`config.mk`:
```
export PLATFORM = sky130hd
export DESIGN_NAME = sio_port
export DESIGN_NICKNAME = d
export VERILOG_FILES = /design/src/hw/sio_pkg.sv /design/src/hw/sio_port.sv /design/src/hw/sio_sync.sv
export VERILOG_INCLUDE_DIRS = /design/src /design/src/hw
export SDC_FILE = /design/constraint.sdc
export NUM_CORES = 1
export LEC_CHECK = 0
export ABC_CLOCK_PERIOD_IN_PS = 2700
export BUFFER_PORTS_ARGS = -buffer_cell sky130_fd_sc_hd__buf_2
export CAP_MARGIN = 0
export CELL_PAD_IN_SITES_DETAIL_PLACEMENT = 2
export CELL_PAD_IN_SITES_GLOBAL_PLACEMENT = 2
export CORE_UTILIZATION = 36
export DETAILED_ROUTE_END_ITERATION = 6
export PLACE_DENSITY_LB_ADDON = 0.1
export REMOVE_ABC_BUFFERS = 1
export SYNTH_ARGS = -nofsm -noshare
export SYNTH_HDL_FRONTEND = slang
export SYNTH_SLANG_ARGS = --single-unit
```
`constraint.sdc`:
```
create_clock -name ref_clk -period 2.7 [get_ports ref_clk]
set_input_delay 0.27 -clock ref_clk [delete_from_list [all_inputs] [get_ports ref_clk]]
set_output_delay 0.27 -clock ref_clk [all_outputs]
set_load 0.05 [all_outputs]
```
`src/hw/sio_cfg.svh`:
```
`ifndef SIO_CFG_SVH
`define SIO_CFG_SVH

// ----------------------------------------------------------------------
// Register offsets
// ----------------------------------------------------------------------
`define SIO_OFS_IRQ_CTRL 4'h3
`define SIO_OFS_PIN_FUNC 4'h4
`define SIO_OFS_MODE 4'h5
`define SIO_OFS_DATA_LO 4'h6
`define SIO_OFS_DATA_HI 4'h7

// ----------------------------------------------------------------------
// Field positions
// ----------------------------------------------------------------------
`define SIO_IRQ_FLAG_BIT 0
`define SIO_IRQ_MASK_BIT 1
`define SIO_MODE_PIN_FN_BIT 3
`define SIO_PF_TX_BIT 0
`define SIO_PF_RX_BIT 1

// ----------------------------------------------------------------------
// Clock select codes and prescaler taps (tap k gives divide 2^(k+1))
// ----------------------------------------------------------------------
`define SIO_CLK_SYS 3'h6
`define SIO_CLK_EXT 3'h7
`define SIO_TAP_DIV4096 11
`define SIO_TAP_DIV1024 9
`define SIO_TAP_DIV256 7
`define SIO_TAP_DIV64 5
`define SIO_TAP_DIV16 3
`define SIO_TAP_DIV4 1

// ----------------------------------------------------------------------
// Reset values and timing
// ----------------------------------------------------------------------
`define SIO_MODE_RESET 4'h0
`define SIO_PIN_FUNC_RESET 4'h0
`define SIO_MASK_RESET 1'b1
`define SIO_DATA_RESET 8'h00
`define SIO_PRESC_WIDTH 12
`define SIO_MODE_APPLY_CYCLES 2
`define SIO_LAST_COUNT 3'h7

`endif

```
`src/hw/sio_pkg.sv`:
```
package sio_pkg;

    typedef enum logic [1:0] {
        SIO_WAIT_START,
        SIO_WAIT_CLOCK,
        SIO_TRANSFER
    } sio_state_t;

endpackage

```
`src/hw/sio_port.sv`:
```
`timescale 1ns/1ps
`include "sio_cfg.svh"

// Notes on behaviour
// - One 8-bit word per transfer, accessed as low and high 4-bit digits.
// - Start instruction clears the counter and moves start-wait to clock-wait.
// - Counting begins at a falling shift edge and advances on each rising edge.
// - Counter wrap after eight clocks, or start during transfer, returns to clock-wait and sets flag.
// - Mode write blocks shift clock, clears counter, aborts transfer setting the flag.
// - New mode value acts two cycles after the write; start only after that.
// - Mode register clears to zero on reset.
// - Mode bit 3 makes the clock pin a general port (0) or shift clock (1).
// - Mode bits 2:0 pick prescaler-divided, half-system-clock or external shift clock.
// - Serial output drives the word LSB first, changing on falling edges.
// - Serial input sampled on rising edges into the MSB end.
// - Request flag in bit 0, mask in bit 1; mask 1 blocks the request.
// - Port-mode bits 1:0 choose continuous clock, transmit, receive or both.
// - Port-mode change or mode write enters start-wait; clocks then ignored.
// - First falling edge in clock-wait enters transfer; counting and shifting follow.
// - Continuous clock mode stays in clock-wait and emits clocks forever.
// - Internal clock: start emits exactly eight pulses then stops.
// - Excess clocks go transfer, clock-wait, then transfer at the next fall.
// - Port-mode register clears to zero on reset, pins start as ports.
// - Prescaler counts on every system clock except reset and stop mode.
module sio_port (
    input wire logic ref_clk,
    input wire logic reset,
    input wire logic [3:0] reg_addr,
    input wire logic reg_wr,
    input wire logic reg_rd,
    input wire logic [3:0] reg_wdata,
    output logic [3:0] reg_rdata,
    input wire logic serial_start_instruction,
    input wire logic stop_mode,
    input wire logic sck_pin_in,
    output logic sck_pin_out,
    output logic sck_pin_oe,
    input wire logic si_pin_in,
    output logic so_pin_out,
    output logic so_pin_oe,
    output logic serial_request,
    output logic [3:0] pin_function,
    output sio_pkg::sio_state_t link_state
);
    import sio_pkg::*;

    // ------------------------------------------------------------------
    // Declarations
    // ------------------------------------------------------------------
    sio_state_t state_q;
    logic [3:0] mode_q;
    logic [3:0] mode_new_q;
    logic [`SIO_MODE_APPLY_CYCLES-1:0] mode_pend_q;
    logic [3:0] pin_func_q;
    logic [7:0] data_q;
    logic [2:0] count_q;
    logic flag_q;
    logic mask_q;
    logic [3:0] rdata_q;
    logic request_q;
    logic [`SIO_PRESC_WIDTH-1:0] presc_q;
    logic sysdiv_q;
    logic tap_prev_q;
    logic want_q;
    logic run_q;
    logic sck_out_q;
    logic sck_oe_q;
    logic so_out_q;
    logic so_oe_q;
    logic ext_prev_q;

    logic tap;
    logic ext_level;
    logic si_level;
    logic wr_irq;
    logic wr_mode;
    logic wr_pf;
    logic pf_change;
    logic ext_sel;
    logic pin_fn;
    logic tx_en;
    logic rx_en;
    logic continuous;
    logic fall_ev;
    logic rise_ev;
    logic start_ev;
    logic wrap_ev;
    logic abort_ev;
    logic emit;

    // ------------------------------------------------------------------
    // Decode
    // ------------------------------------------------------------------
    assign wr_irq = reg_wr && (reg_addr == `SIO_OFS_IRQ_CTRL);
    assign wr_mode = reg_wr && (reg_addr == `SIO_OFS_MODE);
    assign wr_pf = reg_wr && (reg_addr == `SIO_OFS_PIN_FUNC);
    assign pf_change = wr_pf && (reg_wdata[1:0] != pin_func_q[1:0]);
    assign pin_fn = mode_q[`SIO_MODE_PIN_FN_BIT];
    assign ext_sel = (mode_q[2:0] == `SIO_CLK_EXT);
    assign tx_en = pin_func_q[`SIO_PF_TX_BIT];
    assign rx_en = pin_func_q[`SIO_PF_RX_BIT];
    assign continuous = pin_fn && !tx_en && !rx_en;

    // ------------------------------------------------------------------
    // Pin synchronisers
    // ------------------------------------------------------------------
    sio_sync u_sck_sync (
        .ref_clk(ref_clk),
        .reset(reset),
        .pin_in(sck_pin_in),
        .level(ext_level)
    );

    sio_sync u_si_sync (
        .ref_clk(ref_clk),
        .reset(reset),
        .pin_in(si_pin_in),
        .level(si_level)
    );

    // ------------------------------------------------------------------
    // Prescaler and internal clock tap
    // ------------------------------------------------------------------
    always_ff @(posedge ref_clk) begin
        if (reset) begin
            presc_q <= '0;
            sysdiv_q <= 1'b0;
        end else if (!stop_mode) begin
            presc_q <= presc_q + {{(`SIO_PRESC_WIDTH-1){1'b0}}, 1'b1};
            sysdiv_q <= ~sysdiv_q;
        end
    end

    always_comb begin
        case (mode_q[2:0])
            3'h0: tap = presc_q[`SIO_TAP_DIV4096];
            3'h1: tap = presc_q[`SIO_TAP_DIV1024];
            3'h2: tap = presc_q[`SIO_TAP_DIV256];
            3'h3: tap = presc_q[`SIO_TAP_DIV64];
            3'h4: tap = presc_q[`SIO_TAP_DIV16];
            3'h5: tap = presc_q[`SIO_TAP_DIV4];
            3'h6: tap = sysdiv_q;
            default: tap = 1'b1;
        endcase
    end

    always_ff @(posedge ref_clk) begin
        if (reset) begin
            tap_prev_q <= 1'b1;
            ext_prev_q <= 1'b1;
        end else begin
            tap_prev_q <= tap;
            ext_prev_q <= ext_level;
        end
    end

    // ------------------------------------------------------------------
    // Shift clock events
    // ------------------------------------------------------------------
    always_comb begin
        if (ext_sel) begin
            fall_ev = pin_fn && ext_prev_q && !ext_level;
            rise_ev = pin_fn && !ext_prev_q && ext_level;
        end else begin
            fall_ev = run_q && tap_prev_q && !tap;
            rise_ev = run_q && !tap_prev_q && tap;
        end
    end

    assign start_ev = serial_start_instruction && (state_q != SIO_TRANSFER || !wr_mode);
    assign wrap_ev = (state_q == SIO_TRANSFER) && rise_ev && (count_q == `SIO_LAST_COUNT);
    assign abort_ev = (state_q == SIO_TRANSFER) && (wr_mode || serial_start_instruction);
    assign emit = want_q || (continuous && state_q == SIO_WAIT_CLOCK);

    // ------------------------------------------------------------------
    // Internal clock generator
    // ------------------------------------------------------------------
    always_ff @(posedge ref_clk) begin
        if (reset) begin
            want_q <= 1'b0;
        end else if (wr_mode || pf_change || wrap_ev || ext_sel) begin
            want_q <= 1'b0;
        end else if (serial_start_instruction && !continuous) begin
            want_q <= 1'b1;
        end
    end

    // Start only while the tap is high so the first low phase is whole
    always_ff @(posedge ref_clk) begin
        if (reset) begin
            run_q <= 1'b0;
        end else if (!emit || wrap_ev || ext_sel) begin
            run_q <= 1'b0;
        end else if (tap) begin
            run_q <= 1'b1;
        end
    end

    always_ff @(posedge ref_clk) begin
        if (reset) begin
            sck_out_q <= 1'b1;
            sck_oe_q <= 1'b0;
        end else begin
            sck_out_q <= run_q ? tap : 1'b1;
            sck_oe_q <= pin_fn && !ext_sel;
        end
    end

    // ------------------------------------------------------------------
    // Mode register with delayed take-over
    // ------------------------------------------------------------------
    always_ff @(posedge ref_clk) begin
        if (reset) begin
            mode_new_q <= `SIO_MODE_RESET;
            mode_pend_q <= '0;
        end else begin
            mode_pend_q <= {mode_pend_q[`SIO_MODE_APPLY_CYCLES-2:0], wr_mode};
            if (wr_mode) begin
                mode_new_q <= reg_wdata;
            end
        end
    end

    always_ff @(posedge ref_clk) begin
        if (reset) begin
            mode_q <= `SIO_MODE_RESET;
        end else if (mode_pend_q[`SIO_MODE_APPLY_CYCLES-1]) begin
            mode_q <= mode_new_q;
        end
    end

    always_ff @(posedge ref_clk) begin
        if (reset) begin
            pin_func_q <= `SIO_PIN_FUNC_RESET;
        end else if (wr_pf) begin
            pin_func_q <= reg_wdata;
        end
    end

    // ------------------------------------------------------------------
    // Operating state sequencer
    // ------------------------------------------------------------------
    always_ff @(posedge ref_clk) begin
        if (reset) begin
            state_q <= SIO_WAIT_START;
        end else if (wr_mode || pf_change) begin
            state_q <= SIO_WAIT_START;
        end else begin
            case (state_q)
                SIO_WAIT_START: begin
                    if (serial_start_instruction) begin
                        state_q <= SIO_WAIT_CLOCK;
                    end
                end
                SIO_WAIT_CLOCK: begin
                    if (fall_ev && !continuous) begin
                        state_q <= SIO_TRANSFER;
                    end
                end
                SIO_TRANSFER: begin
                    if (serial_start_instruction || wrap_ev) begin
                        state_q <= SIO_WAIT_CLOCK;
                    end
                end
                default: state_q <= SIO_WAIT_START;
            endcase
        end
    end

    // ------------------------------------------------------------------
    // Octal counter
    // ------------------------------------------------------------------
    always_ff @(posedge ref_clk) begin
        if (reset) begin
            count_q <= 3'h0;
        end else if (wr_mode || start_ev) begin
            count_q <= 3'h0;
        end else if (state_q == SIO_TRANSFER && rise_ev) begin
            count_q <= count_q + 3'h1;
        end
    end

    // ------------------------------------------------------------------
    // Shift data register and serial output
    // ------------------------------------------------------------------
    always_ff @(posedge ref_clk) begin
        if (reset) begin
            data_q <= `SIO_DATA_RESET;
        end else if (reg_wr && reg_addr == `SIO_OFS_DATA_LO) begin
            data_q[3:0] <= reg_wdata;
        end else if (reg_wr && reg_addr == `SIO_OFS_DATA_HI) begin
            data_q[7:4] <= reg_wdata;
        end else if (state_q == SIO_TRANSFER && rise_ev && !wr_mode) begin
            data_q <= {rx_en ? si_level : 1'b0, data_q[7:1]};
        end
    end

    // First fall of a word also presents bit 0
    always_ff @(posedge ref_clk) begin
        if (reset) begin
            so_out_q <= 1'b1;
        end else if (fall_ev && state_q != SIO_WAIT_START && !continuous) begin
            so_out_q <= data_q[0];
        end
    end

    always_ff @(posedge ref_clk) begin
        if (reset) begin
            so_oe_q <= 1'b0;
        end else begin
            so_oe_q <= pin_fn && tx_en;
        end
    end

    // ------------------------------------------------------------------
    // Request flag and mask; hardware set wins over software clear
    // ------------------------------------------------------------------
    always_ff @(posedge ref_clk) begin
        if (reset) begin
            flag_q <= 1'b0;
        end else if (wrap_ev || abort_ev) begin
            flag_q <= 1'b1;
        end else if (wr_irq && !reg_wdata[`SIO_IRQ_FLAG_BIT]) begin
            flag_q <= 1'b0;
        end
    end

    always_ff @(posedge ref_clk) begin
        if (reset) begin
            mask_q <= `SIO_MASK_RESET;
        end else if (wr_irq) begin
            mask_q <= reg_wdata[`SIO_IRQ_MASK_BIT];
        end
    end

    always_ff @(posedge ref_clk) begin
        if (reset) begin
            request_q <= 1'b0;
        end else begin
            request_q <= flag_q && !mask_q;
        end
    end

    // ------------------------------------------------------------------
    // Register read
    // ------------------------------------------------------------------
    always_ff @(posedge ref_clk) begin
        if (reset) begin
            rdata_q <= 4'h0;
        end else if (reg_rd) begin
            case (reg_addr)
                `SIO_OFS_IRQ_CTRL: rdata_q <= {2'b00, mask_q, flag_q};
                `SIO_OFS_DATA_LO: rdata_q <= data_q[3:0];
                `SIO_OFS_DATA_HI: rdata_q <= data_q[7:4];
                default: rdata_q <= 4'h0;
            endcase
        end else begin
            rdata_q <= 4'h0;
        end
    end

    // ------------------------------------------------------------------
    // Outputs
    // ------------------------------------------------------------------
    assign reg_rdata = rdata_q;
    assign sck_pin_out = sck_out_q;
    assign sck_pin_oe = sck_oe_q;
    assign so_pin_out = so_out_q;
    assign so_pin_oe = so_oe_q;
    assign serial_request = request_q;
    assign pin_function = pin_func_q;
    assign link_state = state_q;

endmodule

```
`src/hw/sio_sync.sv`:
```
`timescale 1ns/1ps

// ----------------------------------------------------------------------
// Three-stage pin synchroniser, level accepted when stages two and three agree
// ----------------------------------------------------------------------
module sio_sync (
    input wire logic ref_clk,
    input wire logic reset,
    input wire logic pin_in,
    output logic level
);
    import sio_pkg::*;

    logic s1_q;
    logic s2_q;
    logic s3_q;
    logic level_q;

    always_ff @(posedge ref_clk) begin
        if (reset) begin
            s1_q <= 1'b1;
            s2_q <= 1'b1;
            s3_q <= 1'b1;
        end else begin
            s1_q <= pin_in;
            s2_q <= s1_q;
            s3_q <= s2_q;
        end
    end

    always_ff @(posedge ref_clk) begin
        if (reset) begin
            level_q <= 1'b1;
        end else if (s2_q == s3_q) begin
            level_q <= s3_q;
        end
    end

    assign level = level_q;

endmodule

```
==> impl_metrics.yaml, run 1 <==
synthesis:
  yosys_warnings: 0
  synthCells: 297
  synth-edff-count: 0
  async_flop_share: 0
  synth_top_family_by_area: "simple AND/OR/NAND/NOR gates"
  syn_area_mm2: 0.002784
  ys.flop_type: "dfxtp_1"
  avgSynthCellArea_um2: 9.373
  synth-simple-area-share: 0.2396
  synth_most_common_cell: "dfxtp_1"
  synth_mux_area_frac: 0.08135
  yosys.area_share.xor_xnor: 0.04404
  synth_top_area_frac: 0.4530
  yosysTopAreaCell: "dfxtp_1"
  synth_common_cells: "dfxtp_1 (63), nor2_1 (40), nand2_1 (20), a21oi_1 (16), nand3_1 (15)"
  synthDistinctLibCells: 56
  ys_ff_latch: 63
  synth_compound_area_frac: 0.1434
  yosysSeqAreaShare: 0.4530
  synth_area_leaders: "dfxtp_1 (45%), nor2_1 (5.4%), mux2i_1 (4.0%)"
  yosys.area_share.adder: 0.01348
finish:
  final_cells: 436
  nets: 351
  antenna_cells: 0
  syn2layout_area_growth_pct: 18.47
  drive_gt1_frac: 0.2166
floorplanning:
  dieArea_mm2: 0.008089
  pin_count: 31
  start_util: 0.3778
  die_h_um: 89.94
  core_area_mm2: 0.007370
  die_x_um: 89.94
  row_count: 31
power_and_ir_drop:
  clkPwrFrac: 0.480
  p_seq_frac: 0.468
  p_comb_frac: 0.051
  power.density_mw_per_mm2: 619.6
  power.leakage_nw: 1.269
  power.switching_mw: 0.4401
  p_int_mw: 1.604
  peakVddDrop_mv: 0.2474
  p_sw_frac: 0.2153
hold_path:
  min_path_type: "in2reg"
detailed_routing:
  drt_iter0_markers: 76
  ant_nets: 0
  drt_wl_total_um: 7619
  drtPass1Iterations: 4
  drc_errors: 0
  via_count: 2276
  vias_per_cell: 5.220
  routedWlPerCell_um: 17.47
placed_design:
  hpwl_um: 5444
  gp_congestion: 0.7323
  dp_cells: 420
  portBuffers: 30
global_route:
  antenna_found_initial: 0
  grt_pass1_vias: 2419
  grt_max_degree: 35
  grt_usage: 0.2016
  gr-total-overflow: 0
  grt_pass1_wl_um: 12600
timing:
  rsz0062_at_grt: "false"
  skew_ns: 0.008101
  relSlewSlack: 0.7024
  layout_min_cycle_time_ns: 2.170
  setup_viol: 0
  tightest_slew_ns: 0.4404
  hold_viol: 0
  setup-tns-final_ns: 0
  fmax_mhz: 460.8
  maxSlewViolCount: 0
  fin_crit_sh: 0.8037
clock_network:
  cts_tree: "done"
  clockBufferDepth: 2
  htree_num_levels: 3
  cts.sinks: 63
  ctsResizeCount: 0
  clock_latency_ns: 0.34
  cts_root_buf: "clkbuf_8"
  path_clk_slew_ns: 0.07
  cts_buffers: 9
  postCtsSetupBuffers: 0
  postCtsHoldBufs: 0
setup_path:
  end_kind: "flop"
  worstPathMaxFanout: 7
  cp-start-kind: "flop"
  worstSetupPathType: "reg2reg"
  worst_ep_required_time_ns: 2.92
  arrival_ns: 2.39
flow_run:
  cap_violations: 0
status:
  run_status: "finished, final reports clean"
path summary, 6_finish.rpt:
check / start / endpoint / slack, ns / depth (start not counted)
hold reg to reg: u_si_sync.s1_q / u_si_sync.s2_q / 0.41 / 1
setup reg to reg: mode_q[2] / data_q[7] / 0.53 / 5
setup / recovery: mode_q[2] / data_q[7] / 0.53 / 5
hold / removal: sck_pin_in / u_sck_sync.s1_q / 0.12 / 2
metrics by stage:
step / utilization / hold WS [ns] / power (mW) / setup WS [ns] / instance area, um^2
5_1_grt: 0.4475 / 0.1053 / 2.123 / 0.4183 / 3298
2_1_floorplan: - / 0.3391 / 1.026 / 0.6707 / 2736
3_5_place_dp: 0.4146 / 0.3992 / 1.083 / 0.5283 / 3055
6_report: 0.4475 / 0.1171 / 2.044 / 0.5299 / 3298
3_3_place_gp: 0.4146 / 0.3924 / 1.081 / 0.5949 / 3055
4_1_cts: 0.4475 / 0.09939 / 2.074 / 0.5092 / 3298
placed cells by master (no fill, tap or decap), types with 10 or more instances in the layout:
master / n
a21oi_1: 16
buf_2: 30
clkbuf_8: 13
dfxtp_1: 63
mux2i_1: 11
nand2_1: 20
nand3_1: 15
nor2_1: 40
nor2b_1: 11
xor2_1: 10
sequential cells by signal, indices dropped and copies added, names as in the netlist, 2 cells and up:
signal,cells
count_q,3
data_q,8
link_state,2
mode_new_q,4
mode_pend_q,2
mode_q,4
pin_function,4
presc_q,12
reg_rdata,4
logic make-up (layout without fill, tap and decap cells):
group                    Yosys count  count (layout)
multiplexers                      19              19
AO/OA/AOI/OAI                     51              51
XOR/XNOR                          14              14
AND/OR/NAND/NOR                  129             129
flip-flops                        63              63
adder cells (fa/ha/maj)            3               3
buffers and inverters             18              58
metal layers:
layer  global-route usage  part of all wire
met1               0.2633              0.50
met2               0.3288              0.47
met3              0.03807             0.021
met5                    0                 0
met4              0.08065             0.015
cell type report:
type                            instances  area (um^2)
Fill cell                             823         4071
Sequential cell                        63         1261
Multi-Input combinational cell        216         1453
Clock inverter                          2        60.06
Tap cell                               99        123.9
Clock buffer                           14        182.7
Timing Repair Buffer                   36        195.2
Inverter                                6        22.52
power by group through the flow:
stage               Sequential [mW]  Combinational [mW]  Clock [mW]
CTS                           0.958               0.106        1.01
floorplan                     0.983              0.0433           0
global placement              0.978               0.103           0
detailed placement            0.979               0.104           0
global route                  0.959               0.115        1.05
finish                        0.957               0.104       0.982
critical path, cell delays in order, from the launching register on:
cell and delay, ns:
dfxtp_1 0.47, mux4_2 0.58, nand2b_4 0.15, a21oi_4 0.11, o311ai_4 0.42, mux2_4 0.34
Power figures use the tool's default switching activity.
==> inputs of run 2 (changes only) <==
Settings changed: ABC_CLOCK_PERIOD_IN_PS 2700 to 2200.
Clock period 2.7 ns to 2.2 ns, I/O delays scaled along.
==> run 2 against run 1 <==
Via count up 2.7%. Fmax up 4.8%. Worst setup slack worse by 0.40 ns. Clock power up 10%. Die area unchanged. Register-to-register slack worse by 0.40 ns. Sequential share of layout area down 0.39 points. Cell area up 1.0%. Critical endpoint is now data_q[5]. Largest cell class unchanged. Largest power group is now sequential cells.
==> impl_metrics.yaml, run 2 (synthesis gave the netlist of run 1 again) <==
placed_design:
  gp_congestion: 0.7391
  dp_cells: 429
  place_ws_ns: 0.1356
  placed_area_mm2: 0.003123
  hpwl_um: 5659
  portBuffers: 30
hold_path:
  worstHoldStart: "si_pin_in"
  min_path_type: "in2reg"
finish:
  drive_gt1_frac: 0.2370
  largest_reg_flops: 12
  final_cells: 445
  final_cell_area_mm2: 0.003332
  top_regs: "presc_q (12), data_q (8)"
  layout_commonest_cell: "dfxtp_1"
  syn2layout_area_growth_pct: 19.69
  largest_register: "presc_q"
  nets: 360
  final_cell_mix: "dfxtp_1 (63), nor2_1 (40), buf_2 (30)"
  antenna_cells: 0
clock_network:
  postCtsHoldBufs: 0
  cts_buffers: 9
  ctsResizeCount: 0
  cts_root_buf: "clkbuf_8"
  clock_latency_ns: 0.36
  clockBufferDepth: 2
  htree_num_levels: 3
  postCtsSetupBuffers: 0
  cts_tree: "done"
  path_clk_slew_ns: 0.07
  cts.sinks: 63
power_and_ir_drop:
  peakVddDrop_mv: 0.2737
  p_comb_frac: 0.056
  p_seq_frac: 0.491
  power.switching_mw: 0.5728
  power.density_mw_per_mm2: 718.5
  power.leakage_nw: 1.300
  clkPwrFrac: 0.452
  p_int_mw: 1.821
  p_sw_frac: 0.2393
setup_path:
  crit-reg2reg-launch: "mode_q[1]"
  worstPathMaxFanout: 7
  crit_start: "mode_q[1]"
  path_cells: "mux2_2 -> o221ai_4 -> a21oi_4 -> o311ai_4 -> mux2_4"
  cpLargestDelayFamily: "compound AO/OA/AOI/OAI gates"
  worst_ep_required_time_ns: 2.44
  slowest_delay_ns: 0.43
  arrival_ns: 2.31
  cp-start-kind: "flop"
  worstSetupPathType: "reg2reg"
  end_kind: "flop"
  cpMaxStageDelayCell: "o311ai_4"
  crit_buf_inv: 0
floorplanning:
  row_count: 31
  dieArea_mm2: 0.008089
  core_area_mm2: 0.007370
  die_x_um: 89.94
  pin_count: 31
  start_util: 0.3778
  die_h_um: 89.94
global_route:
  antenna_found_initial: 0
  grt_pass1_vias: 2502
  grt_usage: 0.2158
  grt_max_degree: 31
  grt_pass1_wl_um: 13340
  gr-total-overflow: 0
timing:
  layout_min_cycle_time_ns: 2.071
  fin_crit_sh: 0.9412
  setup_slack_ns: 0.1295
  hold_viol: 0
  fmax_mhz: 483.0
  setup-tns-final_ns: 0
  skew_ns: 0.005863
  rsz0062_at_grt: "false"
  setup_viol: 0
  relSlewSlack: 0.6281
  maxSlewViolCount: 0
  tightest_slew_ns: 0.5578
flow_run:
  cap_violations: 0
status:
  run_status: "finished, final reports clean"
detailed_routing:
  drtPass1Iterations: 4
  drt_wl_total_um: 8031
  via_count: 2337
  drt_iter0_markers: 52
  routedWlPerCell_um: 18.05
  ant_nets: 0
  drc_errors: 0
  vias_per_cell: 5.252
==> run 2: area by class of cell <==
cell class,instances,area (um^2)
Inverter,6,22.52
Timing Repair Buffer,45,262.8
Sequential cell,63,1261
Fill cell,836,4038
Tap cell,99,123.9
Clock inverter,3,40.04
Clock buffer,13,168.9
Multi-Input combinational cell,216,1453
==> run 2: path summary, 6_finish.rpt <==
path                                   endpoint  slack (ns)  cells after the start
worst max-delay path                  data_q[5]        0.13                      5
worst min register to register  u_sck_sync.s2_q        0.42                      1
worst max register to register        data_q[5]        0.13                      5
worst min-delay path             u_si_sync.s1_q        0.04                      2
==> run 2: layer usage <==
| layer | track usage | wire (um) | up-vias | share of wire |
|---|---|---|---|---|
| li1 | - | - | 1140 | - |
| met1 | 0.2868 | 3978 | 1154 | 0.50 |
| met2 | 0.3429 | 3687 | 31 | 0.46 |
| met3 | 0.03469 | 201 | 12 | 0.025 |
| met4 | 0.1008 | 163 | 0 | 0.020 |
| met5 | 0 | 0 | - | 0 |
==> run 2: metrics by stage <==
stage / utilization / power, mW / hold WS [ns]
after floorplan: - / 1.259 / 0.2891
after global placement: 0.4238 / 1.330 / 0.3905
after detailed placement: 0.4238 / 1.336 / 0.4022
after CTS: 0.4521 / 2.422 / 0.03401
after global routing: 0.4521 / 2.468 / 0.04757
final: 0.4521 / 2.394 / 0.04296
==> run 2: power groups by stage <==
stage          Sequential [mW]  Clock [mW]  Combinational, mW
4_1_cts                   1.18        1.11              0.138
3_3_place_gp              1.20           0              0.130
6_report                  1.18        1.08              0.135
2_1_floorplan             1.21           0             0.0531
3_5_place_dp              1.20           0              0.134
5_1_grt                   1.18        1.14              0.150
==> run 2: worst register-to-register path, delay by kind of cell, from the launching register on <==
kind | cells | cell delay (ns)
mux | 2 | 0.72
flops | 1 | 0.35
compound gates | 3 | 0.89
